`src/rtl/sdlcf_pkg.sv`:
```
// Function
// - While the check sequence goes out, line follows check output bit; check keeps clocking.
// - Insert a zero after five consecutive ones throughout the sixteen check bits.
// - An inserted zero always goes out as SPACE, whatever the check or shift bit.
// - At the sixteenth check bit with a frame pending, prepare a flag starting with SPACE.
// - Second flag bit is MARK with the in-progress flag held; then finish flag, resume data.
// - Buffer-free sets on the first flag bit after done-enable armed in the last check bit.
// - Address, command and information characters are data: stuffing and check accumulation on.
// - After the last character append check and terminating flag, then hold MARK idle.
// - One bit time after the final terminating flag bit, clear the in-progress flag.
// - Clearing the in-progress flag directly sets the buffer-free flag.
// - Inactive and send cleared: line forced to MARK, output bit held cleared.
// - Hardware makes flags and check sequence; the host supplies address, command, data.
// - Primary mode delivers every character after the last opening flag.
// - Secondary mode compares first character with station address; mismatch hunts, match sets active.
// - In secondary mode the matched address is not delivered; the next character is.
// - Frames begin and end with 01111110, which never appears inside frame contents.
// - On receive, a zero after five ones clocks neither shift nor check register.
package sdlcf_pkg;
  localparam int          ADDR_W       = 5;
  localparam int          DATA_W       = 16;
  localparam logic [4:0]  OFS_CTRL     = 5'h00;
  localparam logic [4:0]  OFS_PARAM    = 5'h04;
  localparam logic [4:0]  OFS_TXBUF    = 5'h08;
  localparam logic [4:0]  OFS_STATUS   = 5'h0C;
  localparam logic [4:0]  OFS_RXBUF    = 5'h10;
  localparam logic [4:0]  OFS_RXCHECK  = 5'h14;
  localparam int          CTRL_SEND    = 0;
  localparam int          CTRL_RXEN    = 1;
  localparam int          CTRL_SEC     = 2;
  localparam int          TXB_SOM      = 8;
  localparam int          TXB_EOM      = 9;
  localparam logic [2:0]  CTRL_RESET   = 3'h0;
  localparam logic [7:0]  PARAM_RESET  = 8'h00;
  localparam logic [9:0]  TXBUF_RESET  = 10'h000;
  localparam logic [7:0]  FLAG_PATTERN = 8'h7E;
  localparam logic [2:0]  STUFF_LIMIT  = 3'h5;
  localparam logic [2:0]  ABORT_LIMIT  = 3'h6;
  localparam logic [2:0]  ONES_MAX     = 3'h7;
  localparam logic [3:0]  CHAR_LAST    = 4'h7;
  localparam logic [3:0]  CHECK_LAST   = 4'hF;
  localparam logic [2:0]  RX_CHAR_LAST = 3'h7;
  localparam logic [15:0] CRC_POLY     = 16'h1021;
  localparam logic [15:0] CRC_PRESET   = 16'h0000;
  localparam logic        MARK         = 1'b1;
  localparam logic        SPACE        = 1'b0;

  typedef enum logic [3:0] {
    TX_IDLE  = 4'h1,
    TX_FLAG  = 4'h2,
    TX_DATA  = 4'h4,
    TX_CHECK = 4'h8
  } sdlcf_txstate_type;
endpackage : sdlcf_pkg

```
`src/rtl/sdlcf_crc.sv`:
```
`timescale 1ns/1ps
module sdlcf_crc #(
  parameter int                WIDTH  = 16,
  parameter logic [WIDTH-1:0]  POLY   = sdlcf_pkg::CRC_POLY,
  parameter logic [WIDTH-1:0]  PRESET = sdlcf_pkg::CRC_PRESET
) (
  input  wire logic             clk,      // System clock.
  input  wire logic             rst,      // Synchronous reset, active high.
  input  wire logic             clear,    // Load the preset value.
  input  wire logic             shiftEn,  // Advance one bit.
  input  wire logic             sendOut,  // Shift the remainder out instead of accumulating.
  input  wire logic             dataIn,   // Serial data bit to accumulate.
  output logic                  checkOut, // Most significant remainder bit.
  output logic      [WIDTH-1:0] value     // Whole remainder.
);
  import sdlcf_pkg::*;

  logic [WIDTH-1:0] crc_q;
  logic [WIDTH-1:0] crc_d;

  if (WIDTH < 2) begin : g_bad_width
    $error("sdlcf_crc needs a width of at least two");
  end

  always_comb begin
    crc_d = crc_q;
    if (clear) begin
      crc_d = PRESET;
    end else if (shiftEn) begin
      crc_d = {crc_q[WIDTH-2:0], 1'b0};
      // While sending, feedback is off so the remainder walks out untouched.
      if (!sendOut && (crc_q[WIDTH-1] ^ dataIn)) begin
        crc_d = crc_d ^ POLY;
      end
    end
  end

  always_ff @(posedge clk) begin
    if (rst) begin
      crc_q <= PRESET;
    end else begin
      crc_q <= crc_d;
    end
  end

  assign checkOut = crc_q[WIDTH-1];
  assign value    = crc_q;
endmodule : sdlcf_crc

```
`src/rtl/sdlcf_framer.sv`:
```
`timescale 1ns/1ps
module sdlcf_framer (
  input  wire logic                         clk,          // System clock, 125 MHz.
  input  wire logic                         rst,          // Synchronous reset, active high.
  input  wire logic [sdlcf_pkg::ADDR_W-1:0] regAddr,      // Register byte address.
  input  wire logic [sdlcf_pkg::DATA_W-1:0] regWdata,     // Register write data.
  input  wire logic                         regWr,        // Write strobe.
  input  wire logic                         regRd,        // Read strobe.
  output logic      [sdlcf_pkg::DATA_W-1:0] regRdata,     // Read data, valid the cycle after regRd.
  input  wire logic                         txClk,        // Modem transmit bit clock.
  output logic                              serialTxLine, // Serial transmit data, 1 is MARK.
  input  wire logic                         rxClk,        // Modem receive bit clock.
  input  wire logic                         rxData        // Serial receive data.
);
  import sdlcf_pkg::*;

  logic [1:0]              txClkSync_q;
  logic [1:0]              rxClkSync_q;
  logic [1:0]              rxDataSync_q;
  logic                    txClkPrev_q;
  logic                    rxClkPrev_q;
  logic                    txTick;
  logic                    rxTick;
  logic                    rxBit;
  logic [2:0]              ctrl_q, ctrl_d;
  logic [7:0]              param_q, param_d;
  logic [9:0]              txBuf_q, txBuf_d;
  logic [DATA_W-1:0]       regRdata_q, regRdata_d;
  logic                    txBufWr;
  logic                    rxBufRead;
  logic                    ctrlSend;
  sdlcf_txstate_type       txState_q, txState_d;
  logic [3:0]              txBitCnt_q, txBitCnt_d;
  logic [7:0]              txShift_q, txShift_d;
  logic                    txShiftEom_q, txShiftEom_d;
  logic                    txShiftVal_q, txShiftVal_d;
  logic [2:0]              txOnes_q, txOnes_d;
  logic                    txOutBit_q, txOutBit_d;
  logic                    txInProg_q, txInProg_d;
  logic                    txDoneEn_q, txDoneEn_d;
  logic                    txBufFree_q, txBufFree_d;
  logic                    serialTxLine_q, serialTxLine_d;
  logic                    txBufSet;
  logic                    stuffNow;
  logic                    forceSpaceRequest;
  logic                    bitOut;
  logic                    crcClear, crcEn, crcSendOut, crcOut;
  logic [15:0]             txCrcVal;
  logic [7:0]              rxWin_q, rxWin_d, rxWinNext;
  logic [2:0]              rxOnes_q, rxOnes_d;
  logic [7:0]              rxShift_q, rxShift_d, rxShiftNext;
  logic [2:0]              rxCnt_q, rxCnt_d;
  logic                    rxFramed_q, rxFramed_d;
  logic                    rxAddrPh_q, rxAddrPh_d;
  logic                    rxMsgAct_q, rxMsgAct_d;
  logic [7:0]              rxBuf_q, rxBuf_d;
  logic                    rxDone_q, rxDone_d;
  logic                    rxOvr_q, rxOvr_d;
  logic                    rxCrcClear, rxCrcEn, charDone;
  logic [15:0]             rxCrcVal;

  function automatic logic [2:0] onesNext(input logic [2:0] ones, input logic b);
    if (!b) begin
      return 3'h0;
    end
    return (ones == ONES_MAX) ? ONES_MAX : ones + 3'h1;
  endfunction : onesNext

  // Modem clocks are asynchronous; only the second stage feeds any logic.
  always_ff @(posedge clk) begin
    if (rst) begin
      txClkSync_q  <= 2'h0;
      rxClkSync_q  <= 2'h0;
      rxDataSync_q <= 2'h3;
      txClkPrev_q  <= 1'b0;
      rxClkPrev_q  <= 1'b0;
    end else begin
      txClkSync_q  <= {txClkSync_q[0], txClk};
      rxClkSync_q  <= {rxClkSync_q[0], rxClk};
      rxDataSync_q <= {rxDataSync_q[0], rxData};
      txClkPrev_q  <= txClkSync_q[1];
      rxClkPrev_q  <= rxClkSync_q[1];
    end
  end

  assign txTick    = txClkSync_q[1] & ~txClkPrev_q;
  assign rxTick    = rxClkSync_q[1] & ~rxClkPrev_q;
  assign rxBit     = rxDataSync_q[1];
  assign txBufWr   = regWr && (regAddr == OFS_TXBUF);
  assign rxBufRead = regRd && (regAddr == OFS_RXBUF);
  assign ctrlSend  = ctrl_q[CTRL_SEND];

  always_comb begin
    ctrl_d     = ctrl_q;
    param_d    = param_q;
    txBuf_d    = txBuf_q;
    regRdata_d = '0;
    if (regWr) begin
      case (regAddr)
        OFS_CTRL:  ctrl_d  = regWdata[2:0];
        OFS_PARAM: param_d = regWdata[7:0];
        OFS_TXBUF: txBuf_d = regWdata[9:0];
        default:   ctrl_d  = ctrl_q;
      endcase
    end
    if (regRd) begin
      case (regAddr)
        OFS_CTRL:    regRdata_d = {13'h0000, ctrl_q};
        OFS_PARAM:   regRdata_d = {8'h00, param_q};
        OFS_TXBUF:   regRdata_d = {6'h00, txBuf_q};
        OFS_STATUS:  regRdata_d = {11'h000, rxOvr_q, rxDone_q, rxMsgAct_q, txInProg_q, txBufFree_q};
        OFS_RXBUF:   regRdata_d = {8'h00, rxBuf_q};
        OFS_RXCHECK: regRdata_d = rxCrcVal;
        default:     regRdata_d = '0;
      endcase
    end
  end

  always_ff @(posedge clk) begin
    if (rst) begin
      ctrl_q     <= CTRL_RESET;
      param_q    <= PARAM_RESET;
      txBuf_q    <= TXBUF_RESET;
      regRdata_q <= '0;
    end else begin
      ctrl_q     <= ctrl_d;
      param_q    <= param_d;
      txBuf_q    <= txBuf_d;
      regRdata_q <= regRdata_d;
    end
  end

  assign regRdata = regRdata_q;

  assign stuffNow = (txState_q != TX_IDLE) && (txOnes_q == STUFF_LIMIT);

  always_comb begin
    txState_d         = txState_q;
    txBitCnt_d        = txBitCnt_q;
    txShift_d         = txShift_q;
    txShiftEom_d      = txShiftEom_q;
    txShiftVal_d      = txShiftVal_q;
    txOnes_d          = txOnes_q;
    txInProg_d        = txInProg_q;
    txDoneEn_d        = txDoneEn_q;
    txBufSet          = 1'b0;
    crcClear          = 1'b0;
    crcEn             = 1'b0;
    crcSendOut        = 1'b0;
    forceSpaceRequest = 1'b0;
    bitOut            = txOutBit_q;
    if (txTick) begin
      if (stuffNow) begin
        // Shift register, check register and bit counter all hold for the stuffed bit.
        forceSpaceRequest = 1'b1;
        txOnes_d          = '0;
      end else begin
        unique case (txState_q)
          TX_IDLE: begin
            bitOut = MARK;
            if (txInProg_q) begin
              txInProg_d = 1'b0;
              txBufSet   = 1'b1;
            end else if (ctrlSend && !txBufFree_q) begin
              txState_d  = TX_FLAG;
              txBitCnt_d = '0;
              txInProg_d = 1'b1;
              txDoneEn_d = 1'b1;
            end
          end
          TX_FLAG: begin
            bitOut     = FLAG_PATTERN[txBitCnt_q[2:0]];
            txOnes_d   = '0;
            crcClear   = 1'b1;
            txBitCnt_d = txBitCnt_q + 4'h1;
            if (txBitCnt_q == 4'h0) begin
              forceSpaceRequest = 1'b1;
              txDoneEn_d        = 1'b0;
              if (txDoneEn_q && !txBufFree_q) begin
                txShift_d    = txBuf_q[7:0];
                txShiftEom_d = txBuf_q[TXB_EOM];
                txShiftVal_d = 1'b1;
                txBufSet     = 1'b1;
              end
            end
            if (txBitCnt_q == CHAR_LAST) begin
              txBitCnt_d = '0;
              txState_d  = txShiftVal_q ? TX_DATA : TX_IDLE;
            end
          end
          TX_DATA: begin
            bitOut     = txShift_q[0];
            crcEn      = 1'b1;
            txOnes_d   = onesNext(txOnes_q, bitOut);
            txShift_d  = {1'b0, txShift_q[7:1]};
            txBitCnt_d = txBitCnt_q + 4'h1;
            if (txBitCnt_q == CHAR_LAST) begin
              txBitCnt_d = '0;
              // A missing next character ends the frame early rather than sending garbage.
              if (!txShiftEom_q && !txBufFree_q) begin
                txShift_d    = txBuf_q[7:0];
                txShiftEom_d = txBuf_q[TXB_EOM];
                txBufSet     = 1'b1;
              end else begin
                txState_d    = TX_CHECK;
                txShiftVal_d = 1'b0;
              end
            end
          end
          TX_CHECK: begin
            bitOut     = crcOut;
            crcEn      = 1'b1;
            crcSendOut = 1'b1;
            txOnes_d   = onesNext(txOnes_q, bitOut);
            txBitCnt_d = txBitCnt_q + 4'h1;
            if (txBitCnt_q == CHECK_LAST) begin
              txBitCnt_d = '0;
              txState_d  = TX_FLAG;
              txDoneEn_d = !txBufFree_q && txBuf_q[TXB_SOM];
            end
          end
        endcase
      end
      if (forceSpaceRequest) begin
        bitOut = SPACE;
      end
    end
    txOutBit_d     = bitOut;
    serialTxLine_d = txOutBit_d;
    // Between frames the line idles at MARK even with send set, whatever the output bit holds.
    if (!txInProg_d) begin
      serialTxLine_d = MARK;
    end
    if (!txInProg_d && !ctrlSend) begin
      txOutBit_d     = SPACE;
    end
    txBufFree_d = txBufSet ? 1'b1 : (txBufWr ? 1'b0 : txBufFree_q);
  end

  always_ff @(posedge clk) begin
    if (rst) begin
      txState_q      <= TX_IDLE;
      txBitCnt_q     <= '0;
      txShift_q      <= '0;
      txShiftEom_q   <= 1'b0;
      txShiftVal_q   <= 1'b0;
      txOnes_q       <= '0;
      txOutBit_q     <= SPACE;
      txInProg_q     <= 1'b0;
      txDoneEn_q     <= 1'b0;
      txBufFree_q    <= 1'b1;
      serialTxLine_q <= MARK;
    end else begin
      txState_q      <= txState_d;
      txBitCnt_q     <= txBitCnt_d;
      txShift_q      <= txShift_d;
      txShiftEom_q   <= txShiftEom_d;
      txShiftVal_q   <= txShiftVal_d;
      txOnes_q       <= txOnes_d;
      txOutBit_q     <= txOutBit_d;
      txInProg_q     <= txInProg_d;
      txDoneEn_q     <= txDoneEn_d;
      txBufFree_q    <= txBufFree_d;
      serialTxLine_q <= serialTxLine_d;
    end
  end

  assign serialTxLine = serialTxLine_q;

  sdlcf_crc u_txCheck (
    .clk      (clk),
    .rst      (rst),
    .clear    (crcClear),
    .shiftEn  (crcEn),
    .sendOut  (crcSendOut),
    .dataIn   (bitOut),
    .checkOut (crcOut),
    .value    (txCrcVal)
  );

  assign rxWinNext   = {rxBit, rxWin_q[7:1]};
  assign rxShiftNext = {rxBit, rxShift_q[7:1]};

  always_comb begin
    rxWin_d    = rxWin_q;
    rxOnes_d   = rxOnes_q;
    rxShift_d  = rxShift_q;
    rxCnt_d    = rxCnt_q;
    rxFramed_d = rxFramed_q;
    rxAddrPh_d = rxAddrPh_q;
    rxMsgAct_d = rxMsgAct_q;
    rxBuf_d    = rxBuf_q;
    rxDone_d   = rxDone_q;
    rxOvr_d    = rxOvr_q;
    rxCrcClear = 1'b0;
    rxCrcEn    = 1'b0;
    charDone   = 1'b0;
    if (rxBufRead) begin
      rxDone_d = 1'b0;
      rxOvr_d  = 1'b0;
    end
    if (!ctrl_q[CTRL_RXEN]) begin
      rxFramed_d = 1'b0;
      rxMsgAct_d = 1'b0;
      rxOnes_d   = '0;
    end else if (rxTick) begin
      rxWin_d  = rxWinNext;
      rxOnes_d = onesNext(rxOnes_q, rxBit);
      if (rxWinNext == FLAG_PATTERN) begin
        rxFramed_d = 1'b1;
        rxCnt_d    = '0;
        rxAddrPh_d = ctrl_q[CTRL_SEC];
        rxMsgAct_d = 1'b0;
        rxCrcClear = 1'b1;
      end else if (rxFramed_q) begin
        if (rxOnes_q == STUFF_LIMIT && rxBit == SPACE) begin
          rxShift_d = rxShift_q;
        end else if (rxOnes_q == ABORT_LIMIT && rxBit == MARK) begin
          rxFramed_d = 1'b0;
          rxMsgAct_d = 1'b0;
        end else begin
          rxShift_d = rxShiftNext;
          rxCrcEn   = 1'b1;
          rxCnt_d   = rxCnt_q + 3'h1;
          if (rxCnt_q == RX_CHAR_LAST) begin
            charDone = 1'b1;
            if (rxAddrPh_q) begin
              rxAddrPh_d = 1'b0;
              if (rxShiftNext == param_q) begin
                rxMsgAct_d = 1'b1;
              end else begin
                rxFramed_d = 1'b0;
              end
            end else begin
              rxBuf_d    = rxShiftNext;
              rxDone_d   = 1'b1;
              rxOvr_d    = rxOvr_q | rxDone_q;
              rxMsgAct_d = 1'b1;
            end
          end
        end
      end
    end
  end

  always_ff @(posedge clk) begin
    if (rst) begin
      rxWin_q    <= '0;
      rxOnes_q   <= '0;
      rxShift_q  <= '0;
      rxCnt_q    <= '0;
      rxFramed_q <= 1'b0;
      rxAddrPh_q <= 1'b0;
      rxMsgAct_q <= 1'b0;
      rxBuf_q    <= '0;
      rxDone_q   <= 1'b0;
      rxOvr_q    <= 1'b0;
    end else begin
      rxWin_q    <= rxWin_d;
      rxOnes_q   <= rxOnes_d;
      rxShift_q  <= rxShift_d;
      rxCnt_q    <= rxCnt_d;
      rxFramed_q <= rxFramed_d;
      rxAddrPh_q <= rxAddrPh_d;
      rxMsgAct_q <= rxMsgAct_d;
      rxBuf_q    <= rxBuf_d;
      rxDone_q   <= rxDone_d;
      rxOvr_q    <= rxOvr_d;
    end
  end

  sdlcf_crc u_rxCheck (
    .clk      (clk),
    .rst      (rst),
    .clear    (rxCrcClear),
    .shiftEn  (rxCrcEn),
    .sendOut  (1'b0),
    .dataIn   (rxBit),
    .checkOut (),
    .value    (rxCrcVal)
  );
endmodule : sdlcf_framer

```
`config.mk`:
```
export PLATFORM = sky130hd
export DESIGN_NAME = sdlcf_framer
export DESIGN_NICKNAME = d
export VERILOG_FILES = /design/src/rtl/sdlcf_pkg.sv /design/src/rtl/sdlcf_crc.sv /design/src/rtl/sdlcf_framer.sv
export SDC_FILE = /design/constraint.sdc
export NUM_CORES = 1
export LEC_CHECK = 0
export BUFFER_PORTS_ARGS = -buffer_cell sky130_fd_sc_hd__buf_4
export CAP_MARGIN = 20
export CORE_ASPECT_RATIO = 2
export CORE_MARGIN = 2
export CORE_UTILIZATION = 50
export DETAILED_ROUTE_END_ITERATION = 12
export PLACE_DENSITY_LB_ADDON = 0.2
export SLEW_MARGIN = 20
export SYNTH_ARGS = -nofsm -noshare
export SYNTH_HDL_FRONTEND = slang
export SYNTH_HIERARCHICAL = 1
export SYNTH_SLANG_ARGS = --single-unit
```
`constraint.sdc`:
```
create_clock -name clk -period 2.6 [get_ports clk]
set_input_delay 0.26 -clock clk [delete_from_list [all_inputs] [get_ports clk]]
set_output_delay 0.26 -clock clk [all_outputs]
set_load 0.02 [all_outputs]
```
## Word-level counts from Yosys, hierarchy flattened

Memory sizes are Yosys's and may differ from the RTL's. A register that Yosys moved wholly into a read port is not among the register bits.
Index checks and enable logic that the tools add are counted.

- Add/subtract/negate cells: 4
- Reductions and logical operators: 49
- Multiplexer cells: 140
- Equal/unequal tests: 32
- Order comparisons: 1
- Bitwise gates (word level): 18

Operator list:

| kind | count |
|---|---|
| $mux W1 | 98 |
| $pmux W16 S6 | 1 |
| $mux W3 | 16 |
| $mux W4 | 10 |
| $mux W8 | 4 |
| $mux W13 | 2 |
| $ne A2 B2 Y1 const B | 11 |
| $reduce_and A7 Y1 | 3 |
| $eq A3 B3 Y1 const B | 6 |
| $reduce_or A2 Y1 | 9 |
| $pmux W4 S4 | 1 |
| $pmux W8 S2 | 1 |
| $reduce_and A8 Y1 | 2 |
| $reduce_and A5 Y1 | 3 |
| $pmux W4 S3 | 1 |
| $reduce_and A6 Y1 | 2 |
| $logic_and A1 B1 Y1 | 11 |
| $not A1 Y1 | 11 |
| $eq A5 B4 Y1 const B | 2 |
| $eq A5 B5 Y1 const B | 2 |
| $reduce_and A2 Y1 | 5 |
| $add A3 B1 Y3 const B | 3 |
| $pmux W3 S3 | 1 |
| $eq A4 B3 Y1 const B | 2 |
| other kinds (23) | 37 |

- Output and inout port bits: 17
- Input port bits: 28
- ROM bits: 8
- Flip-flop bits (word level): 138
- Memories: 1

Memory list:

| name | words | width | read ports | clocked after Yosys merged registers in | write ports | line | source |
|---|---|---|---|---|---|---|---|
| (no name shown) | 8 | 1 | 1 | 1 | 0 | sdlcf_framer.sv:172 | `bitOut = FLAG_PATTERN[txBitCnt_q[2:0]];` |

## Depth between registers and ports, before layout

- Word-level depth: 11
- Mapped depth: 11
- Depth with buffers taken out: 10

## Hierarchy

The synthesis kept the hierarchy.

Modules (own cells, without submodules):

| module | seq. area each (sq um) | area each (sq um) | cells each | times used |
|---|---|---|---|---|
| sdlcf_framer | 2102.0 | 4658.2 | 537 | 1 |
| sdlcf_crc | 320.3 | 635.6 | 61 | 2 |

## Worst setup path after synthesis

No wires, ideal clock.

- Path kind: register to register
- Start: register txState_q[0]
- End: register (tool-made name)
- Setup slack: 0.240 ns
- Data required time: 2.471 ns
- Data arrival time: 2.231 ns
- Cell stages (with the launch flop): 10
- Clock period less this slack: 2.360 ns
- Buffers on the path: 3
- Cells stage by stage: dfxtp_1 -> buf_4 -> or4b_1 -> buf_2 -> a31o_1 -> buf_6 -> or3_4 -> o41ai_4 -> and2_1 -> mux2i_1

RTL lines:

| what | line | source |
|---|---|---|
| start: declaration | sdlcf_framer.sv:32 | `sdlcf_txstate_type txState_q, txState_d;` |
| start signal: assignment | sdlcf_framer.sv:254 | `txState_q <= txState_d;` |

==> metrics.csv <==
stage,metric,value,unit
yosys,yosysWarnings,6,
layout,nets,732,
layout,area_growth,16.4,%
die,ios,45,
setup_path,critPathMaxFanout,12,
grt,grt_pass1_wl,22500,um
layout,drive_gt1_frac,0.160,
sta,fmax,0.398,GHz
setup_path,worstSetupPathType,register to register,
clock_tree,cts_tree,built,
clock_tree,cts-root-buf,clkbuf_16,
setup_path,worstReg2RegStart,txState_q[2],
layout,instances_no_fill,853,
sta,setup_viol,0,
sta,maxSlewViolCount,0,
die,initial_utilization,0.509,
status,outcome,completed,
yosys,synthCells,658,
grt,groute.usage.overall,0.232,
die,die_y,158,um
sta,worst_pin_slew,0.913,ns
setup_path,critPathLaunchType,register,
die,core,0.0116,mm^2
grt,grt_antenna_before_repair,0,
sta,min_period,2.51,ns
clock_tree,cts_buffer_depth,2,
job,cap_violations,0,
clock_tree,clkTransAtPathRegs,0.06,ns
layout,fin_util,0.592,
sta,relSlewSlack,0.390,
die,die_w,81.0,um
setup_path,cp.required,2.89,ns
die,num_rows,56,
sta,tns,0,ns
power_and_ir_drop,vdd_drop_max,0.000516,V
route,dr.pass1.iters,8,
layout,layout_commonest_cell,dfxtp_1,
setup_path,cp.arrival,2.80,ns
grt,grt_pass1_vias,4738,
layout,antenna_cells,0,
yosys,avgSynthCellArea,9.00,um^2
placement,routabilityCongestion,0.877,
grt,globalRouteOverflowTotal,0,
clock_tree,hold_buffers,0,
route,wl_per_cell,16.4,um
clock_tree,postCtsSetupRepairBufs,0,
sta,period_share,0.965,
clock_tree,htreeDepth,4,
min_path,min_from,rxData,
clock_tree,cts.sinks,137,
placement,dp_slack,0.101,ns
sta,fin_ws,0.0904,ns
route,wirelength,14000,um
die,die-area,0.0128,mm^2
route,drc,0,
yosys,netlist_area,0.00592,mm^2
placement,hpwl,10400,um
setup_path,critPathCaptureType,register,
power_and_ir_drop,power.leakage,2.47,nW
clock_tree,cts-resized-gates,0,
yosys,synth.net_count,695,
min_path,hold_path.class,primary input to register,
placement,numPlacedInstances,821,
sta,rsz0062_at_grt,no,
setup_path,reg2reg_slack,0.09,ns
clock_tree,numCtsBuffers,17,
sta,hold_viol_final,0,
min_path,hold_depth,2,
clock_tree,insertion_delay,0.41,ns
setup_path,worstRegToRegCells,6,
power_and_ir_drop,p_per_area,635,mW/mm^2
route,vias,4849,
route,drtIter0Drc,230,
sta,fin_skew,0.00876,ns
min_path,hold_end,rxDataSync_q[0],
layout,layout_common_cells,"137 x dfxtp_1, 84 x nor2_1, 64 x nand2_1",
route,ant_nets,0,
route,viasPerCell,5.68,
placement,numPortBuffers,38,
grt,grt_max_degree,37,
-- power by group --
group	internal [mW]	switching, mW	total [mW]
Combinational	0.0404	0.0730	0.113
Clock	1.26	0.887	2.15
Sequential	2.11	0.00833	2.12
-- critical path, cell delays in order (launching register included) --
cell     delay [ns]
dfxtp_1        0.41
or4b_1         0.60
a31o_1         0.37
or3_4          0.44
o41ai_4        0.33
and2_1         0.17
mux2i_1        0.06
-- area by class of cell --
class                   instances  area, um^2
flip-flops and latches        137        2740
well taps                     145         181
fillers                      1036        4740
inverters                      11        41.3
multi-input cells             469        2950
clock inverters                12        77.6
clock buffers                  20         457
repair buffers                 59         443
-- metrics by stage --
stage	instance area [um^2]	power, mW	hold WS, ns
6_report	6890	4.37	0.0268
5_1_grt	6890	4.51	0.0190
4_1_cts	6890	4.41	0.0146
3_5_place_dp	6360	2.27	0.397
3_3_place_gp	6360	2.27	0.397
2_1_floorplan	5920	2.22	0.364
-- state kept, by name, summed over array words and instances, names as in the netlist, 3 cells and up, named ones only --
register and flops:
regRdata 16, txOnes_q 3, rxBuf_q 8, txShift_q 8, txBitCnt_q 4, rxShift_q 7
txBuf_q 10, u_rxCheck/value 16, param_q 8, txState_q 4, rxCnt_q 3, rxWin_q 7
rxOnes_q 3, u_txCheck/value 16, ctrl_q 3
-- layer usage --
| layer | track usage | part of all wire |
|---|---|---|
| met1 | 0.226 | 0.37 |
| met2 | 0.422 | 0.54 |
| met3 | 0.0485 | 0.033 |
| met4 | 0.155 | 0.056 |
| met5 | 0 | 0 |
-- how the worst max path moves through the flow --
stage | end | from | cells after the start
final | register | txState_q[2] | 6
after detailed placement | register | txState_q[2] | 5
after global routing | register | txState_q[2] | 5
after floorplan | register | txState_q[0] | 9
after global placement | register | txState_q[2] | 6
after CTS | register | txState_q[2] | 5
Note: power is estimated with default switching activity, not from simulation.
